**src/e3tx_pkg.sv**
```systemverilog
// Constants, field positions and enumerations for the transmit overhead controller.
package e3tx_pkg;
  localparam logic [8:0] TX_FRAME_CONTROL_OFS = 9'h118;
  localparam logic [8:0] TX_ERROR_INSERT_CONTROL_OFS = 9'h11a;
  localparam logic [8:0] TX_MA_BYTE_FIELDS_OFS = 9'h11c;
  localparam logic [8:0] TX_NR_GC_BYTES_OFS = 9'h11e;
  localparam logic [8:0] TX_STATUS_OFS = 9'h110;
  localparam logic [15:0] REG_RESET = 16'h0000;
  localparam logic [15:0] TFC_WMASK = 16'h073f;
  localparam logic [15:0] TEI_WMASK = 16'h03ff;
  localparam logic [15:0] TMA_WMASK = 16'h00ff;
  localparam int FORCE_AIS_BIT = 0;
  localparam int FRAME_GEN_DIS_BIT = 1;
  localparam int RDI_DEFEAT_BIT = 2;
  localparam int MANUAL_RDI_BIT = 3;
  localparam int REI_DEFEAT_BIT = 4;
  localparam int MANUAL_REI_BIT = 5;
  localparam int NR_SEL_LSB = 8;
  localparam int GC_SEL_BIT = 10;
  localparam int TRIG_SEL_BIT = 0;
  localparam int SINGLE_ERR_BIT = 1;
  localparam int FE_EN_BIT = 2;
  localparam int FE_TYPE_LSB = 3;
  localparam int PE_EN_BIT = 5;
  localparam int PE_CONT_BIT = 6;
  localparam int PE_BLOCK_BIT = 7;
  localparam int REI_EN_BIT = 8;
  localparam int REI_CONT_BIT = 9;
  localparam int TSI_LSB = 0;
  localparam int TSI_DIS_BIT = 4;
  localparam int PTYPE_LSB = 5;
  localparam int ERR_KINDS = 3;
  localparam int ERR_FE = 0;
  localparam int ERR_PE = 1;
  localparam int ERR_REI = 2;
  localparam logic [9:0] POS_LAST = 10'h218;
  localparam logic [9:0] POS_FA1 = 10'h000;
  localparam logic [9:0] POS_FA2 = 10'h001;
  localparam logic [9:0] POS_EM = 10'h03c;
  localparam logic [9:0] POS_TR = 10'h077;
  localparam logic [9:0] POS_MA = 10'h0b2;
  localparam logic [9:0] POS_NR = 10'h0ed;
  localparam logic [9:0] POS_GC = 10'h128;
  localparam logic [7:0] FA1_WORD = 8'hf6;
  localparam logic [7:0] FA2_WORD = 8'h28;
  localparam logic [7:0] ALL_ONES = 8'hff;
  localparam logic [7:0] BIT_FLIP = 8'h01;
  localparam logic [1:0] FE_BURST_RELOAD = 2'h3;
  typedef enum logic [1:0] {NR_ONES, NR_HDLC, NR_FEAC, NR_REG} e3tx_nr_src_type;
endpackage

```
**src/e3tx_bip8.sv**
```systemverilog
// BIP-8 accumulator over every byte of a frame, result held for the next frame.
`timescale 1ns/1ps
`default_nettype none
module e3tx_bip8 (
  input wire logic clk,
  input wire logic rst_b,
  input wire logic byte_valid,
  input wire logic [7:0] byte_in,
  input wire logic frame_end,
  output logic [7:0] bip_q
);
  import e3tx_pkg::*;
  logic [7:0] acc_q;

  always_ff @(posedge clk) begin
    if (!rst_b) begin
      acc_q <= 8'h00;
      bip_q <= 8'h00;
    end else if (byte_valid) begin
      if (frame_end) begin
        acc_q <= 8'h00;
        bip_q <= acc_q ^ byte_in;
      end else begin
        acc_q <= acc_q ^ byte_in;
      end
    end
  end

  bip_result_a: assert property (@(posedge clk) disable iff (!rst_b)
    byte_valid && frame_end |=> bip_q == ($past(acc_q) ^ $past(byte_in))) else $error("BIP result wrong.");
endmodule
`default_nettype wire

```
**src/e3tx_ohctl.sv**
```systemverilog
// Transmit overhead controller top: registers, overhead build and error insertion.
//
// The strobed register port was chosen for this implementation.
`timescale 1ns/1ps
`default_nettype none
module e3tx_ohctl (
  input wire logic clk,
  input wire logic rst_b,
  input wire logic [8:0] reg_addr,
  input wire logic [15:0] reg_wr_data,
  input wire logic reg_wr_en,
  input wire logic reg_rd_en,
  output logic [15:0] reg_rd_data_q,
  input wire logic [7:0] pay_data,
  input wire logic pay_valid,
  input wire logic [7:0] hdlc_data,
  input wire logic [7:0] feac_data,
  output logic hdlc_pull_q,
  input wire logic ext_manual_err_in,
  input wire logic ext_remote_err_in,
  input wire logic rx_los,
  input wire logic rx_oof,
  input wire logic rx_ais,
  input wire logic rx_los_rdi_disable,
  input wire logic rx_oof_rdi_disable,
  input wire logic rx_ais_rdi_disable,
  output logic [7:0] line_data_q,
  output logic line_valid_q,
  output logic frame_start_q
);
  import e3tx_pkg::*;

  logic [15:0] tfc_q;
  logic [15:0] tei_q;
  logic [15:0] tma_q;
  logic [15:0] ngc_q;
  logic [9:0] pos_q;
  logic mf_q;
  logic [1:0] fe_burst_q;
  logic fe_word_q;
  logic [ERR_KINDS-1:0] pend_q;
  logic [ERR_KINDS-1:0] err_en;
  logic [ERR_KINDS-1:0] opp;
  logic trig;
  logic [7:0] bip;
  logic [2:0] alarm_s1_q;
  logic [2:0] alarm_s2_q;
  logic rei_s1_q;
  logic rei_s2_q;
  logic rei_seen_q;
  logic rdi_auto;
  logic tx_rdi;
  logic tx_rei;
  logic fe_fire;
  logic pe_fire;
  logic rei_fire;
  logic [2:0] tsi_field;
  logic [7:0] ma_byte;
  logic [7:0] nr_byte;
  logic [7:0] gc_byte;
  logic [7:0] tx_byte;
  logic [7:0] out_byte;
  logic hdlc_take;
  logic frame_end;
  e3tx_nr_src_type nr_src;

  always_ff @(posedge clk) begin
    if (!rst_b) begin
      tfc_q <= REG_RESET;
    end else if (reg_wr_en && reg_addr == TX_FRAME_CONTROL_OFS) begin
      tfc_q <= reg_wr_data & TFC_WMASK;
    end
  end

  always_ff @(posedge clk) begin
    if (!rst_b) begin
      tei_q <= REG_RESET;
    end else if (reg_wr_en && reg_addr == TX_ERROR_INSERT_CONTROL_OFS) begin
      tei_q <= reg_wr_data & TEI_WMASK;
    end
  end

  always_ff @(posedge clk) begin
    if (!rst_b) begin
      tma_q <= REG_RESET;
    end else if (reg_wr_en && reg_addr == TX_MA_BYTE_FIELDS_OFS) begin
      tma_q <= reg_wr_data & TMA_WMASK;
    end
  end

  always_ff @(posedge clk) begin
    if (!rst_b) begin
      ngc_q <= REG_RESET;
    end else if (reg_wr_en && reg_addr == TX_NR_GC_BYTES_OFS) begin
      ngc_q <= reg_wr_data;
    end
  end

  // Read data appear in the cycle after the strobe; unmapped addresses read zero.
  always_ff @(posedge clk) begin
    if (!rst_b) begin
      reg_rd_data_q <= REG_RESET;
    end else if (reg_rd_en) begin
      case (reg_addr)
        TX_FRAME_CONTROL_OFS: reg_rd_data_q <= tfc_q;
        TX_ERROR_INSERT_CONTROL_OFS: reg_rd_data_q <= tei_q;
        TX_MA_BYTE_FIELDS_OFS: reg_rd_data_q <= tma_q;
        TX_NR_GC_BYTES_OFS: reg_rd_data_q <= ngc_q;
        TX_STATUS_OFS: reg_rd_data_q <= {8'h00, tx_rdi, tx_rei, mf_q, fe_burst_q, pend_q};
        default: reg_rd_data_q <= 16'h0000;
      endcase
    end else begin
      reg_rd_data_q <= 16'h0000;
    end
  end

  always_ff @(posedge clk) begin
    if (!rst_b) begin
      alarm_s1_q <= 3'h0;
      alarm_s2_q <= 3'h0;
      rei_s1_q <= 1'b0;
      rei_s2_q <= 1'b0;
    end else begin
      alarm_s1_q <= {rx_ais, rx_oof, rx_los};
      alarm_s2_q <= alarm_s1_q;
      rei_s1_q <= ext_remote_err_in;
      rei_s2_q <= rei_s1_q;
    end
  end

  assign frame_end = pos_q == POS_LAST;

  always_ff @(posedge clk) begin
    if (!rst_b) begin
      pos_q <= POS_FA1;
      mf_q <= 1'b0;
    end else if (pay_valid) begin
      pos_q <= frame_end ? POS_FA1 : pos_q + 10'h001;
      mf_q <= frame_end ? ~mf_q : mf_q;
    end
  end

  assign rdi_auto = (alarm_s2_q[0] & ~rx_los_rdi_disable) | (alarm_s2_q[1] & ~rx_oof_rdi_disable) |
                    (alarm_s2_q[2] & ~rx_ais_rdi_disable);
  assign tx_rdi = tfc_q[RDI_DEFEAT_BIT] ? tfc_q[MANUAL_RDI_BIT] : rdi_auto;

  // An error indication arriving as the MA byte leaves is kept for the next frame.
  always_ff @(posedge clk) begin
    if (!rst_b) begin
      rei_seen_q <= 1'b0;
    end else if (rei_s2_q) begin
      rei_seen_q <= 1'b1;
    end else if (pay_valid && pos_q == POS_MA) begin
      rei_seen_q <= 1'b0;
    end
  end

  assign tx_rei = tfc_q[REI_DEFEAT_BIT] ? tfc_q[MANUAL_REI_BIT] : rei_seen_q;

  e3tx_trig u_trig (
    .clk(clk),
    .rst_b(rst_b),
    .ext_manual_err_in(ext_manual_err_in),
    .single_err_insert(tei_q[SINGLE_ERR_BIT]),
    .manual_trigger_select(tei_q[TRIG_SEL_BIT]),
    .trig_q(trig)
  );

  assign err_en = {tei_q[REI_EN_BIT], tei_q[PE_EN_BIT], tei_q[FE_EN_BIT]};
  assign opp = {pay_valid && pos_q == POS_MA, pay_valid && pos_q == POS_EM, pay_valid && pos_q == POS_FA1};

  genvar k;
  generate
    for (k = 0; k < ERR_KINDS; k = k + 1) begin : g_pend
      always_ff @(posedge clk) begin
        if (!rst_b) begin
          pend_q[k] <= 1'b0;
        end else if (trig && err_en[k]) begin
          pend_q[k] <= 1'b1;
        end else if (opp[k] || !err_en[k]) begin
          pend_q[k] <= 1'b0;
        end
      end
    end
  endgenerate

  // framing error one or four frames
  assign fe_fire = err_en[ERR_FE] && (pend_q[ERR_FE] || fe_burst_q != 2'h0);
  assign pe_fire = err_en[ERR_PE] && (pend_q[ERR_PE] || tei_q[PE_CONT_BIT]);
  assign rei_fire = err_en[ERR_REI] && (pend_q[ERR_REI] || tei_q[REI_CONT_BIT]);

  always_ff @(posedge clk) begin
    if (!rst_b) begin
      fe_burst_q <= 2'h0;
      fe_word_q <= 1'b0;
    end else if (opp[ERR_FE]) begin
      fe_word_q <= fe_fire && tei_q[FE_TYPE_LSB];
      if (!err_en[ERR_FE]) begin
        fe_burst_q <= 2'h0;
      end else if (fe_burst_q != 2'h0) begin
        fe_burst_q <= fe_burst_q - 2'h1;
      end else if (pend_q[ERR_FE] && tei_q[FE_TYPE_LSB+1]) begin
        fe_burst_q <= FE_BURST_RELOAD;
      end
    end
  end

  assign tsi_field = tma_q[TSI_DIS_BIT] ? tma_q[TSI_LSB+2:TSI_LSB] :
                     {(mf_q ? tma_q[TSI_LSB+1:TSI_LSB] : tma_q[TSI_LSB+3:TSI_LSB+2]), ~mf_q};
  assign ma_byte = {tx_rdi, tx_rei ^ rei_fire, tma_q[PTYPE_LSB+2:PTYPE_LSB], tsi_field};

  assign nr_src = e3tx_nr_src_type'(tfc_q[NR_SEL_LSB+1:NR_SEL_LSB]);

  always_comb begin
    case (nr_src)
      NR_ONES: nr_byte = ALL_ONES;
      NR_HDLC: nr_byte = hdlc_data;
      NR_FEAC: nr_byte = feac_data;
      NR_REG: nr_byte = ngc_q[7:0];
      default: nr_byte = ALL_ONES;
    endcase
  end

  assign gc_byte = tfc_q[GC_SEL_BIT] ? ngc_q[15:8] : hdlc_data;

  assign hdlc_take = pay_valid && ((pos_q == POS_NR && nr_src == NR_HDLC) ||
                                   (pos_q == POS_GC && !tfc_q[GC_SEL_BIT]));

  always_comb begin
    tx_byte = pay_data;
    case (pos_q)
      POS_FA1: begin
        tx_byte = (tfc_q[FRAME_GEN_DIS_BIT] ? pay_data : FA1_WORD) ^
                  (fe_fire ? (tei_q[FE_TYPE_LSB] ? ALL_ONES : BIT_FLIP) : 8'h00);
      end
      POS_FA2: begin
        tx_byte = (tfc_q[FRAME_GEN_DIS_BIT] ? pay_data : FA2_WORD) ^ (fe_word_q ? ALL_ONES : 8'h00);
      end
      POS_EM: begin
        tx_byte = (tfc_q[FRAME_GEN_DIS_BIT] ? pay_data : bip) ^
                  (pe_fire ? (tei_q[PE_BLOCK_BIT] ? ALL_ONES : BIT_FLIP) : 8'h00);
      end
      POS_MA: tx_byte = ma_byte;
      POS_NR: tx_byte = nr_byte;
      POS_GC: tx_byte = gc_byte;
      default: tx_byte = pay_data;
    endcase
  end

  assign out_byte = tfc_q[FORCE_AIS_BIT] ? ALL_ONES : tx_byte;

  e3tx_bip8 u_bip (
    .clk(clk),
    .rst_b(rst_b),
    .byte_valid(pay_valid),
    .byte_in(tx_byte),
    .frame_end(frame_end),
    .bip_q(bip)
  );

  always_ff @(posedge clk) begin
    if (!rst_b) begin
      line_data_q <= 8'h00;
      line_valid_q <= 1'b0;
      frame_start_q <= 1'b0;
      hdlc_pull_q <= 1'b0;
    end else begin
      line_data_q <= pay_valid ? out_byte : line_data_q;
      line_valid_q <= pay_valid;
      frame_start_q <= pay_valid && pos_q == POS_FA1;
      hdlc_pull_q <= hdlc_take;
    end
  end

  ais_ones_a: assert property (@(posedge clk) disable iff (!rst_b)
    pay_valid && tfc_q[FORCE_AIS_BIT] |=> line_valid_q && line_data_q == 8'hff) else $error("AIS not all ones.");

  gc_register_a: assert property (@(posedge clk) disable iff (!rst_b)
    pay_valid && pos_q == POS_GC && tfc_q[GC_SEL_BIT] && !tfc_q[FORCE_AIS_BIT]
    |=> line_data_q == $past(ngc_q[15:8])) else $error("GC byte not from register.");

  nr_source_a: assert property (@(posedge clk) disable iff (!rst_b)
    pay_valid && pos_q == POS_NR && !tfc_q[FORCE_AIS_BIT]
    |=> line_data_q == ($past(tfc_q[9:8]) == 2'h0 ? 8'hff : $past(tfc_q[9:8]) == 2'h2 ? $past(feac_data) :
                        $past(tfc_q[9:8]) == 2'h3 ? $past(ngc_q[7:0]) : $past(hdlc_data)))
    else $error("NR byte source wrong.");

  hdlc_pull_a: assert property (@(posedge clk) disable iff (!rst_b)
    pay_valid && pos_q == POS_GC && !tfc_q[GC_SEL_BIT] |=> hdlc_pull_q ##1 !hdlc_pull_q)
    else $error("HDLC pull missing.");

  ma_rdi_a: assert property (@(posedge clk) disable iff (!rst_b)
    pay_valid && pos_q == POS_MA && tfc_q[RDI_DEFEAT_BIT] && !tfc_q[FORCE_AIS_BIT]
    |=> line_data_q[7] == $past(tfc_q[MANUAL_RDI_BIT])) else $error("Manual RDI not sent.");

  rdi_alarm_a: assert property (@(posedge clk) disable iff (!rst_b)
    pay_valid && pos_q == POS_MA && !tfc_q[RDI_DEFEAT_BIT] && !tfc_q[FORCE_AIS_BIT]
    && alarm_s2_q[0] && !rx_los_rdi_disable |=> line_data_q[7]) else $error("LOS did not set RDI.");

  ma_ptype_a: assert property (@(posedge clk) disable iff (!rst_b)
    pay_valid && pos_q == POS_MA && !tfc_q[FORCE_AIS_BIT]
    |=> line_data_q[5:3] == $past(tma_q[7:5])) else $error("Payload type misplaced.");

  parity_flip_a: assert property (@(posedge clk) disable iff (!rst_b)
    pay_valid && pos_q == POS_EM && pe_fire && !tfc_q[FRAME_GEN_DIS_BIT] && !tfc_q[FORCE_AIS_BIT]
    |=> line_data_q == ($past(bip) ^ ($past(tei_q[PE_BLOCK_BIT]) ? 8'hff : 8'h01)))
    else $error("EM byte error wrong.");

  single_once_a: assert property (@(posedge clk) disable iff (!rst_b)
    opp[ERR_PE] && pend_q[ERR_PE] && !trig |=> !pend_q[ERR_PE]) else $error("Parity pending not consumed.");

  fe_burst_a: assert property (@(posedge clk) disable iff (!rst_b)
    opp[ERR_FE] && fe_fire && fe_burst_q == 2'h0 && tei_q[FE_TYPE_LSB+1] |=> fe_burst_q == FE_BURST_RELOAD)
    else $error("Four-frame burst not loaded.");

  gc_hdlc_a: assert property (@(posedge clk) disable iff (!rst_b)
    pay_valid && pos_q == POS_GC && !tfc_q[GC_SEL_BIT] && !tfc_q[FORCE_AIS_BIT]
    |=> line_data_q == $past(hdlc_data)) else $error("GC byte not from HDLC.");

  ma_rei_a: assert property (@(posedge clk) disable iff (!rst_b)
    pay_valid && pos_q == POS_MA && tfc_q[REI_DEFEAT_BIT] && !rei_fire && !tfc_q[FORCE_AIS_BIT]
    |=> line_data_q[6] == $past(tfc_q[MANUAL_REI_BIT])) else $error("Manual REI not sent.");

  frame_pass_a: assert property (@(posedge clk) disable iff (!rst_b)
    pay_valid && pos_q == POS_FA2 && tfc_q[FRAME_GEN_DIS_BIT] && !fe_word_q && !tfc_q[FORCE_AIS_BIT]
    |=> line_data_q == $past(pay_data)) else $error("FA2 not passed through.");

  rei_cont_a: assert property (@(posedge clk) disable iff (!rst_b)
    pay_valid && pos_q == POS_MA && tei_q[REI_EN_BIT] && tei_q[REI_CONT_BIT] && !tfc_q[FORCE_AIS_BIT]
    |=> line_data_q[6] != $past(tx_rei)) else $error("Continuous REI error missing.");

  pe_disable_a: assert property (@(posedge clk) disable iff (!rst_b)
    !tei_q[PE_EN_BIT] |=> !pend_q[ERR_PE])
    else $error("Parity pending while disabled.");

  read_back_a: assert property (@(posedge clk) disable iff (!rst_b)
    reg_rd_en && reg_addr == TX_ERROR_INSERT_CONTROL_OFS |=> reg_rd_data_q == $past(tei_q))
    else $error("Read data wrong.");
endmodule
`default_nettype wire

```
**src/e3tx_trig.sv**
```systemverilog
// Error trigger source: pin synchroniser, source select and rising-edge detect.
`timescale 1ns/1ps
`default_nettype none
module e3tx_trig (
  input wire logic clk,
  input wire logic rst_b,
  input wire logic ext_manual_err_in,
  input wire logic single_err_insert,
  input wire logic manual_trigger_select,
  output logic trig_q
);
  import e3tx_pkg::*;
  logic ext_s1_q;
  logic ext_s2_q;
  logic level_prev_q;
  logic level;

  always_ff @(posedge clk) begin
    if (!rst_b) begin
      ext_s1_q <= 1'b0;
      ext_s2_q <= 1'b0;
    end else begin
      ext_s1_q <= ext_manual_err_in;
      ext_s2_q <= ext_s1_q;
    end
  end

  assign level = manual_trigger_select ? ext_s2_q : single_err_insert;

  always_ff @(posedge clk) begin
    if (!rst_b) begin
      level_prev_q <= 1'b0;
      trig_q <= 1'b0;
    end else begin
      level_prev_q <= level;
      trig_q <= level & ~level_prev_q;
    end
  end

  trig_edge_a: assert property (@(posedge clk) disable iff (!rst_b)
    trig_q |-> $past(level) && !$past(level_prev_q)) else $error("Trigger without a rising edge.");
endmodule
`default_nettype wire
```
**config.mk**
```make
export PLATFORM = sky130hd
export DESIGN_NAME = e3tx_ohctl
export DESIGN_NICKNAME = d
export VERILOG_FILES = /design/src/e3tx_pkg.sv /design/src/e3tx_bip8.sv /design/src/e3tx_ohctl.sv /design/src/e3tx_trig.sv
export SDC_FILE = /design/constraint.sdc
export NUM_CORES = 1
export LEC_CHECK = 0
export ABC_AREA = 1
export BUFFER_PORTS_ARGS = -buffer_cell sky130_fd_sc_hd__buf_2
export CORE_MARGIN = 2
export CORE_UTILIZATION = 48
export DETAILED_ROUTE_END_ITERATION = 7
export GPL_ROUTABILITY_DRIVEN = 0
export MAX_ROUTING_LAYER = met4
export PLACE_DENSITY = 0.72
export SYNTH_ARGS = -nofsm -noshare
export SYNTH_HDL_FRONTEND = slang
export SYNTH_SLANG_ARGS = --single-unit
```
**constraint.sdc**
```tcl
create_clock -name clk -period 1.8 [get_ports clk]
set_input_delay 0.18 -clock clk [delete_from_list [all_inputs] [get_ports clk]]
set_output_delay 0.18 -clock clk [all_outputs]
set_load 0.1 [all_outputs]
```
==> results.sh <==
export IMPL_outcome="finished, violations left"
export IMPL_violations="setup timing"
export IMPL_hold_slack_ps=38.3
export IMPL_num_vias=6669
export IMPL_core_area_mm2=0.0121
export IMPL_ys_ff_latch=116
export IMPL_layout_nets=1116
export IMPL_arrival_ps=2240
export IMPL_maxSlewHeadroom=0.669
export IMPL_dieArea_mm2=0.0134
export IMPL_netlist_top_cells_area="dfxtp_1, nand2_1, inv_1"
export IMPL_hold_viol=0
export IMPL_die_x_um=116
export IMPL_final_max_slew_viol_count=0
export IMPL_grt_overflow=0
export IMPL_cts_sinks=116
export IMPL_cp_start_kind="flip-flop"
export IMPL_power_mw=6.95
export IMPL_layout_cells_non_filler=1230
export IMPL_cp_end_kind="flip-flop"
export IMPL_clock_fmax_mhz=530
export IMPL_worst_pin_slew_ps=495
export IMPL_syn_avg_cell_area_um2=6.71
export IMPL_peakVddDrop_mv=0.694
export IMPL_antenna_found_initial=0
export IMPL_combPwrFrac=0.128
export IMPL_cp_max_fo=5
export IMPL_setup_ws_ps=-85.6
export IMPL_crit_type="flip-flop to flip-flop"
export IMPL_drtAntennaViolNets=0
export IMPL_avgViaCountPerCell=5.42
export IMPL_post_route_util=0.675
export IMPL_yosysMostFrequentCell="nand2_1"
export IMPL_clockRootBuffer="clkbuf_16"
export IMPL_start_util=0.496
export IMPL_powerDensity_mw_per_mm2=854
export IMPL_synth_edf_count=0
export IMPL_grt_usage=0.292
export IMPL_drt_iter0_markers=711
export IMPL_switching_share=0.272
export IMPL_p_leak_nw=3.55
export IMPL_cts_htree_levels=4
export IMPL_setup_tns_ps=-145
export IMPL_diodes=0
export IMPL_clkTransAtPathRegs_ps=60
export IMPL_ys_top_cells_by_count="nand2_1, inv_1, dfxtp_1, nor2_1, o21ai_0"
export IMPL_grt_pass1_wl_mm=29.0
export IMPL_hold_class="primary input to flip-flop"
export IMPL_synth_top_cell_area_share=0.389
export IMPL_cpPeakStageDelay_ps=330
export IMPL_async_reset_ff_frac=0
export IMPL_internal_power_mw=5.06
export IMPL_wl_per_cell_um=15.9
export IMPL_dieHeight_um=116
export IMPL_io_pins=89
export IMPL_insertion_delay_ps=430
export IMPL_layout_min_cycle_time_ps=1890
export IMPL_dp_cells=1173
export IMPL_netlist_instances=891
export IMPL_setup_viol=3
export IMPL_fin_skew_ps=7.83
export IMPL_netlist_cell_type_count=41
export IMPL_synth_area_mm2=0.00598
export IMPL_rsz0062_at_grt="yes"
export IMPL_synth_ff_type="dfxtp_1"
export IMPL_yosysTopAreaCell="dfxtp_1"
export IMPL_switching_power_mw=1.89
export IMPL_syn_to_final_growth_pct=36.1
export IMPL_cts_tree="built"
export IMPL_grt_max_degree=20
export IMPL_path_cells="buf_6 > nor2_4 > buf_12 > nand3_4 > nor2_4 > nand2_1 > nor2_1 > nor2_2 > nand3_2 > nand2_2 > nand2_2 > nand3_2 > a21oi_1"
export IMPL_rows=40
export IMPL_drive_gt1_frac=0.297
export IMPL_drc=0
export IMPL_pwr_share_seq=0.385
export IMPL_pwr_share_clk=0.486
export IMPL_cp_required_ps=2160
export IMPL_grt_pass1_vias=5848
export IMPL_post_dp_hpwl_mm=13.3
export IMPL_drtPass1Iterations=7
export IMPL_ctsLongestPathBuffers=2
export IMPL_yosysWarningCount=0
export IMPL_syn_nets=958
export IMPL_seq_area_frac_synth=0.389
export IMPL_period_share=1.05
export IMPL_cp_slowest_cell="dfxtp_2"
export IMPL_drt_wl_total_mm=19.6
export IMPL_maxCapViolations=0
export IMPL_cts_buffers_inserted=17
export IMPL_port_buffers=88
==> flip-flops by register name, summed over array words and instances, names as in the netlist, 2 cells and up <==
name           cells
tma_q              8
alarm_s1_q         3
ngc_q             16
fe_burst_q         2
line_data_q        8
u_bip.acc_q        8
tfc_q              9
pend_q             3
pos_q             10
u_bip.bip_q        8
tei_q             10
reg_rd_data_q     16
alarm_s2_q         3
==> repair_timing <==
action | 4_1_cts | 5_1_grt
pin swaps | 4 | 46
hold endpoints to repair | 5 | 0
cloned | 2 | 2
setup endpoints to repair | 20 | 31
resized for setup | 9 | 116
setup buffers | 2 | 14
hold buffers | 5 | 0
==> cell usage in the layout, fill, tap and decap left out, types with 3 or more instances in the layout <==
master / instances
xor2_1: 9
clkinvlp_4: 4
nand3_1: 53
a211oi_1: 3
buf_12: 3
a31oi_1: 6
inv_6: 3
nand2_1: 194
o22ai_1: 6
dfxtp_2: 8
dlygate4sd3_1: 5
nand3_4: 7
nor2_2: 18
nand2_2: 22
nor2_4: 17
a21oi_1: 69
clkbuf_16: 17
buf_2: 88
inv_2: 12
buf_6: 6
inv_1: 112
o211ai_1: 5
buf_4: 61
dfxtp_1: 106
inv_4: 3
nand2_4: 3
nor3_1: 10
nor2_1: 61
o221ai_1: 5
o21ai_0: 76
a21oi_2: 3
ha_4: 3
nand3_2: 18
nand4_1: 10
a22oi_1: 3
==> area by class of cell <==
class | instances | area [um2]
Timing Repair Buffer | 163 | 1080
Sequential cell | 116 | 2340
Clock inverter | 11 | 126
Clock buffer | 21 | 460
Fill cell | 1042 | 3930
Tap cell | 168 | 210
Multi-Input combinational cell | 622 | 3430
Inverter | 129 | 497
==> worst paths after layout <==
| check | from | to | slack, ps | cells past startpoint |
|---|---|---|---|---|
| min | reg_wr_data[15] | ngc_q[15]$_SDFFE_PN0P_ | 40 | 3 |
| min reg2reg | u_trig.level_prev_q$_SDFF_PN0_ | u_trig.trig_q$_SDFF_PN0_ | 390 | 1 |
| max reg2reg | pos_q[6]$_SDFFE_PN0P_ | u_bip.acc_q[7]$_SDFFE_PN0P_ | -90 | 13 |
| max | pos_q[6]$_SDFFE_PN0P_ | u_bip.acc_q[7]$_SDFFE_PN0P_ | -90 | 13 |
==> per-layer routing <==
metal | part of all wire | routed length [um] | vias to the layer above | global-route usage
met3 | 0.086 | 1690 | 70 | 0.0664
met5 | 0 | 0 | - | -
met1 | 0.41 | 8070 | 3034 | 0.373
met2 | 0.47 | 9180 | 334 | 0.449
li1 | - | - | 3231 | -
met4 | 0.033 | 638 | 0 | 0.112
==> per-stage QoR <==
stage | instance area [um2] | setup WS [ps]
global route | 8140 | -179
floorplan | 5980 | 121
finish | 8140 | -85.6
global placement | 6910 | 19.4
CTS | 7600 | -15.8
detailed placement | 6910 | -78.6
==> power by group through the flow <==
| stage | clock network [mW] | logic [mW] | registers, mW |
|---|---|---|---|
| 3_3_place_gp | 0 | 0.744 | 2.72 |
| 5_1_grt | 3.52 | 0.958 | 2.68 |
| 6_report | 3.38 | 0.892 | 2.68 |
| 3_5_place_dp | 0 | 0.751 | 2.72 |
| 2_1_floorplan | 0 | 0.344 | 2.85 |
| 4_1_cts | 3.39 | 0.784 | 2.67 |
==> cell families (layout without fill, tap and decap cells) <==
family / Yosys count / count (layout) / synth area share
and+or+nand+nor: 417 / 421 / 0.310
AOI/OAI and AO/OA: 187 / 187 / 0.173
buffers and inverters: 157 / 324 / 0.104
DFF: 116 / 116 / 0.389
xor gates and xnor gates: 9 / 9 / 0.0132
adders and majority gates: 5 / 5 / 0.0105
==> critical path: cells and delay by family (launching register included) <==
family,cells,cell delay [ps]
and+or+nand+nor,10,1090
AOI/OAI and AO/OA,1,140
DFF,1,330
buffers and inverters,2,270
Note: power is estimated with default switching activity, not from simulation.
